## src/press_monitor_defines.vh

```
// Purpose: shared constants for the press stop/start monitor
// Assumes: 20 MHz system clock
// Notes:   times in ms, minutes and seconds, counts derived here
`ifndef PRESS_MONITOR_DEFINES_VH
`define PRESS_MONITOR_DEFINES_VH
`define CLK_HZ            20000000
`define MS_PER_S          10'd1000
`define TICK_MS           1
`define CYC_PER_MS        ((`CLK_HZ / `MS_PER_S) * `TICK_MS)
`define STOP_LIMIT_DEF    16'd500
`define START_LIMIT_DEF   16'd1998
`define WARN_MARGIN_MS    16'd10
`define SHUTDOWN_MAX_MIN  7'd100
`define SHUTDOWN_DEF_MIN  7'd3
`define MS_PER_MIN        32'd60000
`define FLY_DEF_S         8'd15
`define ANGLE_DEF         9'h000
`define ANGLE_LO_MAX      9'd30
`define ANGLE_HI_MIN      9'd330
`define ANGLE_TOP         9'd359
`define UNIT_PSI          2'd0
`define UNIT_KPA          2'd1
`define UNIT_BAR          2'd2
`define UNIT_DEF          2'd1
`define FLASH_HALF_MS     16'd250
`endif

```

## src/press_stop_start_monitor.v

```verilog
// Purpose: brake stop-time, start-time, shutdown and flywheel supervision
// Assumes: all inputs but arst_n synchronous to clk; key inputs are one-cycle pulses
// Notes:   limits held here, loaded from operator entry pulses, initialization and the first stroke
`timescale 1ns/1ps
`default_nettype none
`include "press_monitor_defines.vh"

// What this block does
// (RULE1) Time valve release until crank at rest
// (RULE2) Flash brake warning within 10 ms
// (RULE3) Over stop limit: fault, inhibit until cleared
// (RULE4) Initialization loads stop limit 500 ms
// (RULE5) Time relay close until first rotation
// (RULE6) Over start limit: rotation fault, no start
// (RULE7) Initialization loads start limit 1998 ms
// (RULE8) First stroke sets start limit twice measured
// (RULE9) Operator override should exceed 40 percent margin; code loads any entered start limit unchecked
// (RULE10) Stop limit set 10 ms above normal; code loads stop limit only from entry or the 500 ms default
// (RULE11) Shutdown timer opens lockout relay on expiry
// (RULE12) Shutdown settings 0 to 100 minutes accepted
// (RULE13) Show motor shutdown fault after shutdown
// (RULE14) Shutdown timer only with compensated top-stop
// (RULE15) Measure flywheel revolution period from sensor
// (RULE16) Short period blocks reversal and bar mode
// (RULE17) Interlock covers both direction changes
// (RULE18) Accept top-stop angle 330 through 30 only
// (RULE19) Top-stop angle defaults to zero degrees
// (RULE20) Three pressure units, limits in selected unit; code holds no pressure limits
// (RULE21) Enter key cycles pressure unit selection
// (RULE22) Initialization restores all parameters to defaults
// (RULE23) Enter confirms initialization, reset key cancels
// (RULE24) Millisecond counters sized for largest limit
module press_stop_start_monitor #(
    parameter integer CYC_PER_MS = `CYC_PER_MS,
    parameter integer TW         = 16
) (
    input  wire          clk,
    input  wire          arst_n,
    input  wire          safety_valve_drive,
    input  wire          crank_moving,
    input  wire          speed_comp_top_stop,
    input  wire          flywheel_pulse,
    input  wire          fault_clear,
    input  wire          stop_limit_wr,
    input  wire          start_limit_wr,
    input  wire [TW-1:0] limit_value,
    input  wire          shutdown_wr,
    input  wire [6:0]    shutdown_value,
    input  wire          flywheel_wr,
    input  wire [7:0]    flywheel_value,
    input  wire          angle_wr,
    input  wire [8:0]    angle_value,
    input  wire          unit_enter,
    input  wire          init_request,
    input  wire          enter_key,
    input  wire          reset_key,
    input  wire          reverse_request,
    input  wire          bar_request,
    output reg  [TW-1:0] stop_limit,
    output reg  [TW-1:0] start_limit,
    output reg  [TW-1:0] last_stop_time,
    output reg  [TW-1:0] last_start_time,
    output reg  [6:0]    shutdown_minutes,
    output reg  [7:0]    flywheel_seconds,
    output reg  [8:0]    top_stop_angle,
    output reg  [1:0]    pressure_unit,
    output reg           angle_rejected,
    output reg           init_pending,
    output reg           brake_wear_indicator,
    output reg           stop_limit_fault,
    output reg           rotation_loss_fault,
    output reg           motor_shutdown_fault,
    output reg           lockout_relay_closed,
    output reg           press_inhibit,
    output reg           reverse_grant,
    output reg           bar_grant,
    output reg           flywheel_fast
);

    // Millisecond tick divider; one pulse per ms
    reg [24:0] div_count;
    reg        ms_tick;
    always @(posedge clk or negedge arst_n) begin
        if (!arst_n) begin
            div_count <= 25'h0000000;
            ms_tick   <= 1'b0;
        end else if (div_count == CYC_PER_MS - 1) begin
            div_count <= 25'h0000000;
            ms_tick   <= 1'b1;
        end else begin
            div_count <= div_count + 25'h0000001;
            ms_tick   <= 1'b0;
        end
    end

    // Edge history of valve, motion and flywheel inputs
    reg valve_d;
    reg moving_d;
    reg fly_d;
    always @(posedge clk or negedge arst_n) begin
        if (!arst_n) begin
            valve_d  <= 1'b0;
            moving_d <= 1'b0;
            fly_d    <= 1'b0;
        end else begin
            valve_d  <= safety_valve_drive;
            moving_d <= crank_moving;
            fly_d    <= flywheel_pulse;
        end
    end
    wire valve_on   = safety_valve_drive & ~valve_d;
    wire valve_off  = ~safety_valve_drive & valve_d;
    wire fly_edge   = flywheel_pulse & ~fly_d;
    wire init_do    = init_pending & enter_key;   // see (RULE23)

    // Stop and start timing, valve release to crank at rest and valve on to first rotation
    localparam [1:0] ST_IDLE = 2'd0;
    localparam [1:0] ST_STOP = 2'd1;
    localparam [1:0] ST_START = 2'd2;
    localparam [1:0] ST_RUN = 2'd3;
    reg [1:0]    state;
    reg [TW-1:0] meas;
    reg          first_stroke;
    // Saturate so a stuck input never wraps back under the limit
    wire [TW-1:0] meas_inc = (meas == {TW{1'b1}}) ? meas :
                             meas + {{(TW-1){1'b0}}, 1'b1}; // see (RULE24)
    wire [TW:0]   twice    = {meas, 1'b0};
    wire [TW-1:0] warn_lvl = (stop_limit > `WARN_MARGIN_MS) ?
                             stop_limit - `WARN_MARGIN_MS : {TW{1'b0}};
    reg           warn_on;

    // Measurement state machine and fault flags
    always @(posedge clk or negedge arst_n) begin
        if (!arst_n) begin
            state               <= ST_IDLE;
            meas                <= {TW{1'b0}};
            last_stop_time      <= {TW{1'b0}};
            last_start_time     <= {TW{1'b0}};
            stop_limit          <= `STOP_LIMIT_DEF;
            start_limit         <= `START_LIMIT_DEF;
            first_stroke        <= 1'b1;
            stop_limit_fault    <= 1'b0;
            rotation_loss_fault <= 1'b0;
            warn_on             <= 1'b0;
        end else begin
            case (state)
                ST_IDLE: begin
                    if (valve_on) begin
                        meas  <= {TW{1'b0}};
                        state <= ST_START;
                    end
                end
                ST_START: begin
                    if (!safety_valve_drive) begin
                        state <= ST_IDLE;
                    end else if (crank_moving && !moving_d) begin
                        last_start_time <= meas;         // see (RULE5)
                        if (first_stroke) begin
                            // Saturate doubled value at full scale
                            start_limit <= twice[TW] ? {TW{1'b1}} :
                                           twice[TW-1:0]; // see (RULE8)
                            first_stroke <= 1'b0;
                        end
                        state <= ST_RUN;
                    end else if (ms_tick) begin
                        meas <= meas_inc;
                        if (!first_stroke && meas_inc > start_limit) begin
                            rotation_loss_fault <= 1'b1; // see (RULE6)
                            state <= ST_IDLE;
                        end
                    end
                end
                ST_RUN: begin
                    if (valve_off) begin
                        meas  <= {TW{1'b0}};
                        state <= ST_STOP;
                    end
                end
                ST_STOP: begin
                    if (!crank_moving) begin
                        last_stop_time <= meas;          // see (RULE1)
                        warn_on <= (meas >= warn_lvl);   // see (RULE2)
                        if (meas > stop_limit) begin
                            stop_limit_fault <= 1'b1;    // see (RULE3)
                        end
                        state <= ST_IDLE;
                    end else if (ms_tick) begin
                        meas <= meas_inc;
                    end
                end
                default: state <= ST_IDLE;
            endcase
            // Clear only when no new fault arrives in the same cycle
            if (fault_clear && !(state == ST_STOP && !crank_moving &&
                                 meas > stop_limit)) begin
                stop_limit_fault <= 1'b0;
            end
            if (fault_clear && !(state == ST_START && ms_tick &&
                                 !first_stroke && meas_inc > start_limit))
            begin
                rotation_loss_fault <= 1'b0;
            end
            if (stop_limit_wr) begin
                stop_limit <= limit_value;
            end
            if (start_limit_wr) begin
                start_limit  <= limit_value;
                first_stroke <= 1'b0;
            end
            if (init_do) begin
                stop_limit   <= `STOP_LIMIT_DEF;     // see (RULE4)
                start_limit  <= `START_LIMIT_DEF;    // see (RULE7)
                first_stroke <= 1'b1;                // see (RULE22)
                warn_on      <= 1'b0;
            end
        end
    end

    // Brake warning flasher, half period in ms
    reg [TW-1:0] flash_cnt;
    always @(posedge clk or negedge arst_n) begin
        if (!arst_n) begin
            flash_cnt            <= {TW{1'b0}};
            brake_wear_indicator <= 1'b0;
        end else if (!warn_on) begin
            flash_cnt            <= {TW{1'b0}};
            brake_wear_indicator <= 1'b0;
        end else if (ms_tick) begin
            if (flash_cnt == `FLASH_HALF_MS - 16'd1) begin
                flash_cnt            <= {TW{1'b0}};
                brake_wear_indicator <= ~brake_wear_indicator; // see (RULE2)
            end else begin
                flash_cnt <= flash_cnt + {{(TW-1){1'b0}}, 1'b1};
            end
        end
    end

    // Motor shutdown timer, armed on valve release
    reg [31:0] shut_ms;
    reg        shut_run;
    wire [31:0] shut_target = {25'h0000000, shutdown_minutes} * `MS_PER_MIN;
    always @(posedge clk or negedge arst_n) begin
        if (!arst_n) begin
            shut_ms              <= 32'h00000000;
            shut_run             <= 1'b0;
            lockout_relay_closed <= 1'b1;
            motor_shutdown_fault <= 1'b0;
        end else if (!speed_comp_top_stop) begin
            shut_run             <= 1'b0;            // see (RULE14)
            shut_ms              <= 32'h00000000;
            lockout_relay_closed <= 1'b1;
            motor_shutdown_fault <= 1'b0;
        end else begin
            if (safety_valve_drive) begin
                shut_run <= 1'b0;                    // see (RULE11)
                shut_ms  <= 32'h00000000;
            end else if (valve_off) begin
                shut_run <= 1'b1;
                shut_ms  <= 32'h00000000;
            end else if (shut_run) begin
                if (shut_ms >= shut_target) begin
                    shut_run             <= 1'b0;
                    lockout_relay_closed <= 1'b0;    // see (RULE11)
                    motor_shutdown_fault <= 1'b1;    // see (RULE13)
                end else if (ms_tick) begin
                    shut_ms <= shut_ms + 32'h00000001;
                end
            end
            if (fault_clear && !(shut_run && shut_ms >= shut_target)) begin
                lockout_relay_closed <= 1'b1;
                motor_shutdown_fault <= 1'b0;
            end
        end
    end

    // Flywheel period in ms; 18 bits hold a 255 s setting
    reg  [17:0] fly_ms;
    wire [17:0] fly_limit = flywheel_seconds * `MS_PER_S;
    always @(posedge clk or negedge arst_n) begin
        if (!arst_n) begin
            fly_ms        <= 18'h00000;
            flywheel_fast <= 1'b1;
        end else if (fly_edge) begin
            flywheel_fast <= (fly_ms < fly_limit);   // see (RULE15)
            fly_ms        <= 18'h00000;
        end else if (ms_tick && fly_ms != 18'h3ffff) begin
            fly_ms <= fly_ms + 18'h00001;
            // No edge yet beyond limit means slow enough
            if (fly_ms >= fly_limit) begin
                flywheel_fast <= 1'b0;
            end
        end
    end

    // Direction change and bar grants, both directions alike
    always @(posedge clk or negedge arst_n) begin
        if (!arst_n) begin
            reverse_grant <= 1'b0;
            bar_grant     <= 1'b0;
            press_inhibit <= 1'b0;
        end else begin
            reverse_grant <= reverse_request & ~flywheel_fast; // see (RULE17)
            bar_grant     <= bar_request & ~flywheel_fast;     // see (RULE16)
            press_inhibit <= stop_limit_fault | rotation_loss_fault; // see (RULE3)
        end
    end

    // Settings: shutdown, flywheel, angle, units, initialization
    always @(posedge clk or negedge arst_n) begin
        if (!arst_n) begin
            shutdown_minutes <= `SHUTDOWN_DEF_MIN;
            flywheel_seconds <= `FLY_DEF_S;
            top_stop_angle   <= `ANGLE_DEF;
            pressure_unit    <= `UNIT_DEF;
            angle_rejected   <= 1'b0;
            init_pending     <= 1'b0;
        end else begin
            if (shutdown_wr && shutdown_value <= `SHUTDOWN_MAX_MIN) begin
                shutdown_minutes <= shutdown_value;  // see (RULE12)
            end
            if (flywheel_wr) begin
                flywheel_seconds <= flywheel_value;
            end
            if (angle_wr) begin
                if (angle_value <= `ANGLE_LO_MAX ||
                    (angle_value >= `ANGLE_HI_MIN &&
                     angle_value <= `ANGLE_TOP)) begin
                    top_stop_angle <= angle_value;   // see (RULE18)
                    angle_rejected <= 1'b0;
                end else begin
                    angle_rejected <= 1'b1;
                end
            end
            if (unit_enter) begin
                // Cyclic PSI, kPa, bar; see (RULE20)
                pressure_unit <= (pressure_unit == `UNIT_BAR) ?
                                 `UNIT_PSI : pressure_unit + 2'd1; // see (RULE21)
            end
            if (init_request) begin
                init_pending <= 1'b1;
            end else if (init_pending && (enter_key || reset_key)) begin
                init_pending <= 1'b0;                // see (RULE23)
            end
            if (init_do) begin
                shutdown_minutes <= `SHUTDOWN_DEF_MIN;
                flywheel_seconds <= `FLY_DEF_S;
                top_stop_angle   <= `ANGLE_DEF;      // see (RULE19)
                pressure_unit    <= `UNIT_DEF;       // see (RULE22)
                angle_rejected   <= 1'b0;
            end
        end
    end

endmodule // press_stop_start_monitor
`default_nettype wire

```

## config.mk

```make
export PLATFORM = sky130hd
export DESIGN_NAME = press_stop_start_monitor
export DESIGN_NICKNAME = d
export VERILOG_FILES = /design/src/press_stop_start_monitor.v
export VERILOG_INCLUDE_DIRS = /design/src
export SDC_FILE = /design/constraint.sdc
export NUM_CORES = 1
export LEC_CHECK = 0
export BUFFER_PORTS_ARGS = -buffer_cell sky130_fd_sc_hd__buf_2
export CAP_MARGIN = 20
export CORE_ASPECT_RATIO = 0.9
export CORE_MARGIN = 5
export CORE_UTILIZATION = 60
export CTS_CLUSTER_DIAMETER = 40
export DETAILED_ROUTE_END_ITERATION = 6
export PLACE_DENSITY_LB_ADDON = 0.05
export SLEW_MARGIN = 25
export SYNTH_ARGS = -nofsm -noshare
export SYNTH_HDL_FRONTEND = slang
export SYNTH_SLANG_ARGS = --single-unit
```

## constraint.sdc

```tcl
create_clock -name clk -period 6.8 [get_ports clk]
set_input_delay 1.36 -clock clk [delete_from_list [all_inputs] [get_ports clk]]
set_output_delay 1.36 -clock clk [all_outputs]
set_load 0.03 [all_outputs]
```

==> results of run 1 <==
## power groups by stage
stage / registers [mW] / clock network (mW) / logic [mW]
6_report: 1.63 / 1.77 / 3.03
5_1_grt: 1.65 / 1.86 / 3.43
4_1_cts: 1.62 / 1.81 / 3.04
3_5_place_dp: 1.64 / 0 / 2.99
3_3_place_gp: 1.64 / 0 / 2.89
2_1_floorplan: 1.73 / 0 / 2.16
## layout make-up
cell class	instances	area, um^2
Clock buffer	41	918.4
Clock inverter	21	237.7
Fill cell	2093	8049
Inverter	129	484.2
Multi-Input combinational cell	1258	9389
Sequential cell	217	5460
Tap cell	348	435.4
Timing Repair Buffer	167	880.8
## per-stage QoR
step / worst slack (ns) / instances / area [um^2] / power [mW] / hold WS [ns]
finish: 0.8401 / 2181 / 17810 / 6.429 / 0.4701
global route: 0.3401 / 2181 / 17810 / 6.941 / 0.4915
CTS: 0.8455 / 2181 / 17800 / 6.467 / 0.4724
detailed placement: 0.8821 / 2119 / 16640 / 4.633 / 0.4565
global placement: 1.041 / 2119 / 16640 / 4.531 / 0.4541
floorplan: 1.348 / 1664 / 15580 / 3.893 / 0.4380
## worst min-delay path, stage by stage (launching register included)
cell and delay, ns:
dfrtp_1 0.33, nand2_1 0.05, nand2_1 0.06
## worst max-delay path by stage
| stage | slack (ns) | start | depth (start not counted) | end |
|---|---|---|---|---|
| global placement | 1.04 | shutdown_minutes[1] | 18 | shut_ms[2] |
| detailed placement | 0.88 | shutdown_minutes[1] | 18 | shut_ms[2] |
| floorplan | 1.35 | shutdown_minutes[5] | 20 | shut_ms[3] |
| global route | 0.34 | shutdown_minutes[5] | 21 | shut_ms[3] |
| finish | 0.84 | shutdown_minutes[1] | 18 | shut_ms[8] |
| CTS | 0.85 | shutdown_minutes[1] | 18 | shut_ms[2] |
## cell usage in the layout, fill, tap and decap left out, types with 38 or more instances in the layout
cell type    n
a21oi_1     65
nor3_1      45
mux2i_1     48
xnor2_1     55
nor2_1     123
inv_1      129
nand2_1    163
ha_1       179
o21ai_0     71
dfrtp_1    193
fa_1        38
buf_2      157
nand4_1     42
nand3_1     70
## per-layer routing
| layer | vias to the layer above | share of wire | track usage |
|---|---|---|---|
| met5 | - | 0 | 0 |
| met4 | 0 | 0.017 | 0.05332 |
| met3 | 53 | 0.075 | 0.05828 |
| met2 | 365 | 0.44 | 0.4076 |
| met1 | 6085 | 0.47 | 0.3795 |
| li1 | 6130 | - | - |
## state kept, by name, indices dropped and copies added, names as in the netlist, 8 cells and up
signal / cells
div_count: 25
flash_cnt: 16
fly_ms: 18
flywheel_seconds: 8
last_start_time: 16
last_stop_time: 16
meas: 16
shut_ms: 32
start_limit: 16
stop_limit: 16
top_stop_angle: 9
## cells by family (layout without fill, tap and decap cells)
| logic type | after synthesis | count (layout) | share of synthesized area |
|---|---|---|---|
| buf+inv | 189 | 358 | 0.04786 |
| simple gates | 628 | 628 | 0.2078 |
| fa+ha+maj | 217 | 217 | 0.1926 |
| flops | 217 | 217 | 0.3505 |
| xor+xnor | 87 | 87 | 0.04891 |
| compound gates | 257 | 257 | 0.1063 |
| mux | 69 | 69 | 0.04602 |
==> out/qor.txt, run 1 <==
R2R setup slack -> 0.84 ns
# IOs -> 159
Die Y -> 162.9 um
Critical Path, Cell by Cell -> fa_1, fa_1, inv_1, fa_1, inv_1, ha_1, ha_1, nand2_1, o21ai_0, a21oi_1, a311oi_1, ha_1, nand4b_1, a31oi_1, nor4_4, nand4_2, or4_1, a21oi_1
Yosys warns -> 0
F_max -> 0.1678 GHz
Largest net degree at the start of global routing -> 154
Hold-fix buffers, CTS -> 0
Syn Std Cell Area -> 15580 um^2
Final Skew -> 0.02238 ns
Area grow syn2layout -> 14.29%
Routed length per placed instance -> 17.77 um
P_int -> 3.802 mW
Max-slew headroom -> 0.3586
GP Congestion -> 0.8733
Crit path largest cell delay -> 0.61 ns
Tmin final -> 5.960 ns
Post-DP HPWL -> 28310 um
RR Endpoint -> shut_ms[8]
FP Rows -> 56
Area fraction of the dominant cell type after synthesis -> 0.3100
First-pass GRT wire length -> 63560 um
Data arrival, critical path -> 6.37 ns
Crit-path max FO -> 12
Initial antenna violation count -> 0
Layout cells sized above 1 -> 0.1664
Final setup violation count -> 0
Status -> complete, no violations
Sequential Power Share -> 0.254
Grt total ovfl -> 0
N_diodes -> 0
HP Class -> register to register
Max VDD drop -> 0.3183 mV
Sw power -> 2.627 mW
CTS max path bufs -> 3
Synth Area per Inst -> 9.363 um^2
Worst reg2reg path depth -> 18
Via count -> 12630
Final hold violations -> 0
Core Area -> 25850 um^2
Reg clk slew, reported paths -> 0.05 ns
Setup bufs post-CTS -> 0
Cts bufs inserted -> 35
Final period utilization -> 0.8765
Top Family by Delay on Critical Path -> adder cells
Total GRT Usage -> 0.2613
Crit path buf inv count -> 2
Reg2reg start -> shutdown_minutes[1]
Antenna viol nets, final -> 0
Worst EP required -> 7.21 ns
Hold Startpoint -> last_start_time[9]
Worst hold stages -> 2
CP endpoint kind -> register
Cell taking the most area after synthesis -> dfrtp_1
Clock share of power -> 0.275
Number of synthesized flops with an enable pin -> 0
Main flop type after synthesis -> dfrtp_1
Number of global-route vias before repair -> 12430
Net count after synthesis -> 1939
Post-synth cell types -> 80
Routed wire length -> 38750 um
Max-cap viol count -> 0
Fin util -> 0.6887
Pwr dens -> 361.1 nW/um^2
Leakage power -> 8.931 nW
Nets -> 2083
Synth cell count leaders -> dfrtp_1 (193), ha_1 (179), nand2_1 (163)
IO buf count -> 158
CTS H-tree depth -> 2
Sw Share -> 0.4086
Synth async-reset ratio -> 1.000
Yosys reg bits -> 217
Min-Delay Endpoint -> last_start_time[9]
First-pass DRT Iterations -> 5
Type of origin of the critical path -> register
Seq/Total Area, Yosys -> 0.3505
CTS sink count -> 217
Tightest Pin Transition -> 0.9547 ns
Max-slew violation count -> 0
Most instantiated library cell after synthesis -> dfrtp_1
Die Wd -> 179.9 um
DIE AREA -> 29290 um^2
WS Path Type -> register to register
Clock root buffer -> clkbuf_16
CTS tree -> built
Setup TNS -> 0 ns
Drt drc -> 0
Clk_lat worst skew -> 0.51 ns
Initial detailed-routing violation count -> 928
Vias per cell -> 5.792
Post-CTS Resized -> 0
Comb pwr share -> 0.471
RSZ-0062 raised after global routing -> no
Starting density of the core -> 0.6026
Worst path slowest cell -> dfstp_2
Synth Instances -> 1664
Area contributors post-synth -> dfrtp_1 (31%), ha_1 (14%), fa_1 (4.9%)
No activity file was read; power rests on OpenSTA's default activity.
==> inputs of run 2 (changes only) <==
Settings changed: MAX_ROUTING_LAYER set to met4.
==> out/qor.txt, run 2 (synthesized netlist as in run 1, its figures left out) <==
FP Rows -> 56
Largest Register -> shut_ms
Status -> complete, no violations
Data arrival, critical path -> 6.40 ns
Final period utilization -> 0.8809
First-pass GRT wire length -> 63640 um
Clk_lat worst skew -> 0.51 ns
Tightest Pin Transition -> 0.9505 ns
Worst Slack Setup Final -> 0.8097 ns
Initial antenna violation count -> 0
Area grow syn2layout -> 14.27%
Clock root buffer -> clkbuf_16
Post-DP HPWL -> 28660 um
Worst path slowest cell -> dfstp_2
Antenna viol nets, final -> 0
Final hold violations -> 0
Type of origin of the critical path -> register
Max-slew violation count -> 0
CTS sink count -> 217
Max-slew headroom -> 0.3662
# IOs -> 159
Setup bufs post-CTS -> 0
Vias per cell -> 5.751
Layout cells sized above 1 -> 0.1671
Routed wire length -> 38530 um
Met3 Wirelength -> 2762 um
Placed Cells -> 2118
Critical Path, Cell by Cell -> fa_1, fa_1, inv_1, fa_1, inv_1, ha_1, ha_1, nand2_1, o21ai_0, a21oi_1, a311oi_1, ha_1, nand4b_1, a31oi_1, nor4_4, nand3_1, or4_1, a21oi_1
GP Congestion -> 0.8935
Fin util -> 0.6886
Area of the multi-input gates -> 9392 um^2
CTS max path bufs -> 3
DIE AREA -> 29290 um^2
Crit path largest cell delay -> 0.61 ns
Die Wd -> 179.9 um
Sw Share -> 0.4103
Met1 wire length -> 18450 um
Top routing layer used -> met4
Worst EP required -> 7.21 ns
Final setup violation count -> 0
Total GRT Usage -> 0.2699
Core Area -> 25850 um^2
HP Class -> register to register
Pwr dens -> 359.5 nW/um^2
RSZ-0062 raised after global routing -> no
Comb pwr share -> 0.469
Starting density of the core -> 0.6026
First-pass DRT Iterations -> 5
Placement Setup Slack -> 0.8251 ns
Max-cap viol count -> 0
CP endpoint kind -> register
Most frequent cells in the layout -> dfrtp_1 (193), ha_1 (179), nand2_1 (163)
CTS tree -> built
Final Power -> 6.400 mW
Fill cell count -> 2009
WL met2 -> 16620 um
Hold-fix buffers, CTS -> 0
Max reg flops -> 32
Post-CTS Resized -> 0
Commonest non-fill, non-tap cell in the layout -> dfrtp_1
F_max -> 0.1669 GHz
Initial detailed-routing violation count -> 902
WS Path Type -> register to register
Register Area -> 5460 um^2
Die Y -> 162.9 um
Max VDD drop -> 0.2332 mV
Sequential Power Share -> 0.255
Nets -> 2081
N_diodes -> 0
CTS H-tree depth -> 2
Leakage power -> 8.921 nW
Drt drc -> 0
Clock share of power -> 0.276
Largest net degree at the start of global routing -> 143
P_int -> 3.774 mW
Cts bufs inserted -> 34
Sw power -> 2.626 mW
Final Skew -> 0.02449 ns
Reg clk slew, reported paths -> 0.06 ns
Grt total ovfl -> 0
IO buf count -> 158
Crit-path max FO -> 12
Finished Layout Cells -> 2179
Routed length per placed instance -> 17.68 um
Number of global-route vias before repair -> 12430
Tmin final -> 5.990 ns
Setup TNS -> 0 ns
R2R setup slack -> 0.81 ns
Via count -> 12530
Largest regs -> shut_ms (32), div_count (25), fly_ms (18)
## run 2: power by group through the flow
stage | logic [mW] | clock network (mW) | registers (mW)
2_1_floorplan | 2.16 | 0 | 1.73
5_1_grt | 3.42 | 1.86 | 1.65
6_report | 3.00 | 1.76 | 1.63
3_5_place_dp | 2.99 | 0 | 1.64
4_1_cts | 3.01 | 1.79 | 1.63
3_3_place_gp | 2.89 | 0 | 1.64
## run 2: worst paths after layout
check | cells after the start | end | start
worst min register to register | 2 | last_start_time[7] | last_start_time[7]
max in group asynchronous | 2 | fly_ms[1] | arst_n
worst min-delay path | 2 | last_start_time[7] | last_start_time[7]
worst max-delay path | 18 | shut_ms[2] | shutdown_minutes[1]
worst max register to register | 18 | shut_ms[2] | shutdown_minutes[1]
min in group asynchronous | 1 | shut_ms[11] | arst_n
## run 2: stage by stage
stage                     hold WS, ns  area (um^2)
after floorplan                0.4380        15580
after global placement         0.4548        16640
after detailed placement       0.4566        16640
after CTS                      0.4723        17800
after global routing           0.4889        17800
final                          0.4709        17800
## run 2: per-layer routing
layer | GRT usage | vias to the layer above
met5 | - | -
met3 | 0.05695 | 53
met1 | 0.3916 | 5999
met4 | 0.05990 | 0
li1 | - | 6122
met2 | 0.3935 | 358
## run 2: cell type report
cell class,count,area share
clock buffer,40,0.05194
sequential,217,0.3067
inverter,129,0.02720
timing repair buffer,166,0.04905
clock inverter,21,0.01314
multi-input combinational,1258,0.5275
tap,348,0.02446
## run 2: critical path, delay by kind of cell (launching register included)
family / cells / cell delay, ns
compound gates: 5 / 1.25
fa+ha+maj: 6 / 2.43
flops: 1 / 0.61
simple gates: 5 / 1.53
buf+inv: 2 / 0.10
==> inputs of run 3 (changes only) <==
Clock period 6.8 ns to 6.4 ns, I/O delays scaled along.
==> out/qor.txt, run 3 (synthesized netlist as in run 1, its figures left out) <==
Status -> finished, violations left
Failing checks -> DRC
Max-slew headroom -> 0.4047
Die Y -> 162.9 um
Reg2reg start -> shutdown_minutes[5]
Largest Register -> shut_ms
CTS sink count -> 217
Leakage power -> 8.939 nW
GP Congestion -> 0.8950
Routed wire length -> 38550 um
Critical path launch point -> shutdown_minutes[5]
Core Area -> 25850 um^2
Die Wd -> 179.9 um
Via count -> 12740
Total GRT Usage -> 0.2691
Finished Layout Cells -> 2186
Initial detailed-routing violation count -> 889
Starting density of the core -> 0.6026
N_diodes -> 0
Clk_lat worst skew -> 0.52 ns
Drt drc -> 2
Crit-path max FO -> 12
FP Rows -> 56
Reg clk slew, reported paths -> 0.06 ns
Initial antenna violation count -> 0
Final setup violation count -> 0
Routed length per placed instance -> 17.64 um
Hold-fix buffers, CTS -> 0
Max VDD drop -> 0.2496 mV
CTS max path bufs -> 3
# IOs -> 159
Number of global-route vias before repair -> 12520
Worst hold margin -> 0.4694 ns
Tmin final -> 6.003 ns
CP endpoint kind -> register
First-pass GRT wire length -> 63670 um
Clock root buffer -> clkbuf_16
Tightest Pin Transition -> 0.8810 ns
Max-cap viol count -> 0
Antenna viol nets, final -> 0
Max-slew violation count -> 0
Largest net degree at the start of global routing -> 152
Cts bufs inserted -> 37
Final Skew -> 0.02665 ns
CTS tree -> built
F_max -> 0.1666 GHz
IO buf count -> 158
Largest regs -> shut_ms (32), div_count (25), fly_ms (18)
Worst EP required -> 6.77 ns
Max reg flops -> 32
WS Path Type -> register to register
Fill cell count -> 2043
Type of origin of the critical path -> register
CTS H-tree depth -> 2
Vias per cell -> 5.829
Pwr dens -> 384.9 nW/um^2
Data arrival, critical path -> 6.38 ns
Nets -> 2085
HP Class -> register to register
Grt total ovfl -> 0
Most frequent cells in the layout -> dfrtp_1 (193), ha_1 (179), nand2_1 (163)
Final period utilization -> 0.9379
DIE AREA -> 29290 um^2
Final hold violations -> 0
Layout cells sized above 1 -> 0.1719
Placed Cells -> 2118
First-pass DRT Iterations -> 7
Post-DP HPWL -> 28300 um
Commonest non-fill, non-tap cell in the layout -> dfrtp_1
Hold Startpoint -> last_start_time[7]
Area grow syn2layout -> 14.86%
## run 3: layout make-up
type / instances / area (um^2) / area share
clock inverter: 28 / 281.5 / 0.01573
multi-input combinational: 1258 / 9409 / 0.5258
sequential: 217 / 5460 / 0.3051
inverter: 129 / 484.2 / 0.02706
tap: 348 / 435.4 / 0.02433
timing repair buffer: 167 / 880.8 / 0.04922
clock buffer: 39 / 943.4 / 0.05272
## run 3: critical path, stage by stage, from the launching register on
cell and delay (ns):
dfrtp_1 0.52, inv_1 0.15, ha_1 0.26, ha_1 0.20, nor2_1 0.13, fa_1 0.41, inv_1 0.09, fa_1 0.42
ha_1 0.25, a21o_1 0.19, a21oi_1 0.31, o21ai_0 0.32, a21oi_2 0.34, nor2_1 0.11, a211oi_1 0.31, ha_1 0.32
nand4b_1 0.15, a31oi_1 0.10, nor4_4 0.29, buf_4 0.21, nand3_2 0.22, o311ai_0 0.44, o41ai_1 0.15
## run 3: worst paths after layout
path	cells past startpoint	slack [ns]	endpoint
worst max-delay path	22	0.40	shut_ms[4]
worst min-delay path	2	0.47	last_start_time[7]
worst max register to register	22	0.40	shut_ms[4]
worst min register to register	2	0.47	last_start_time[7]
max in group asynchronous	2	4.50	last_start_time[3]
min in group asynchronous	1	0.72	shutdown_minutes[2]
## run 3: power breakdown
part           internal, mW  total, mW  leakage [nW]  switching (mW)
registers              1.52       1.73          2.84           0.206
clock network          1.19       1.95         0.591           0.765
logic                  1.31       3.21          5.51            1.90
## run 3: layer usage
metal	track usage	part of all wire	vias up	wire, um
li1	-	-	6120	-
met1	0.3874	0.47	6176	18280
met2	0.3992	0.44	383	16860
met3	0.05270	0.070	63	2684
met4	0.05990	0.019	0	733
met5	-	0	-	0
## run 3: timing repair
item / CTS / global route
endpoints found under the hold margin: 0 / 0
resized for setup: 0 / 3
endpoints found under the setup margin: 0 / 19
setup buffers: 0 / 1
## run 3: stage by stage
stage,util,instance area (um^2),worst slack (ns),TNS [ns],power [mW]
floorplan,-,15580,0.9483,0,4.137
global placement,0.6435,16640,0.5889,0,4.813
detailed placement,0.6435,16640,0.3527,0,4.911
CTS,0.6909,17860,0.1537,0,6.910
global route,0.6921,17890,-0.02945,-0.06589,7.444
finish,0.6921,17890,0.3973,0,6.888
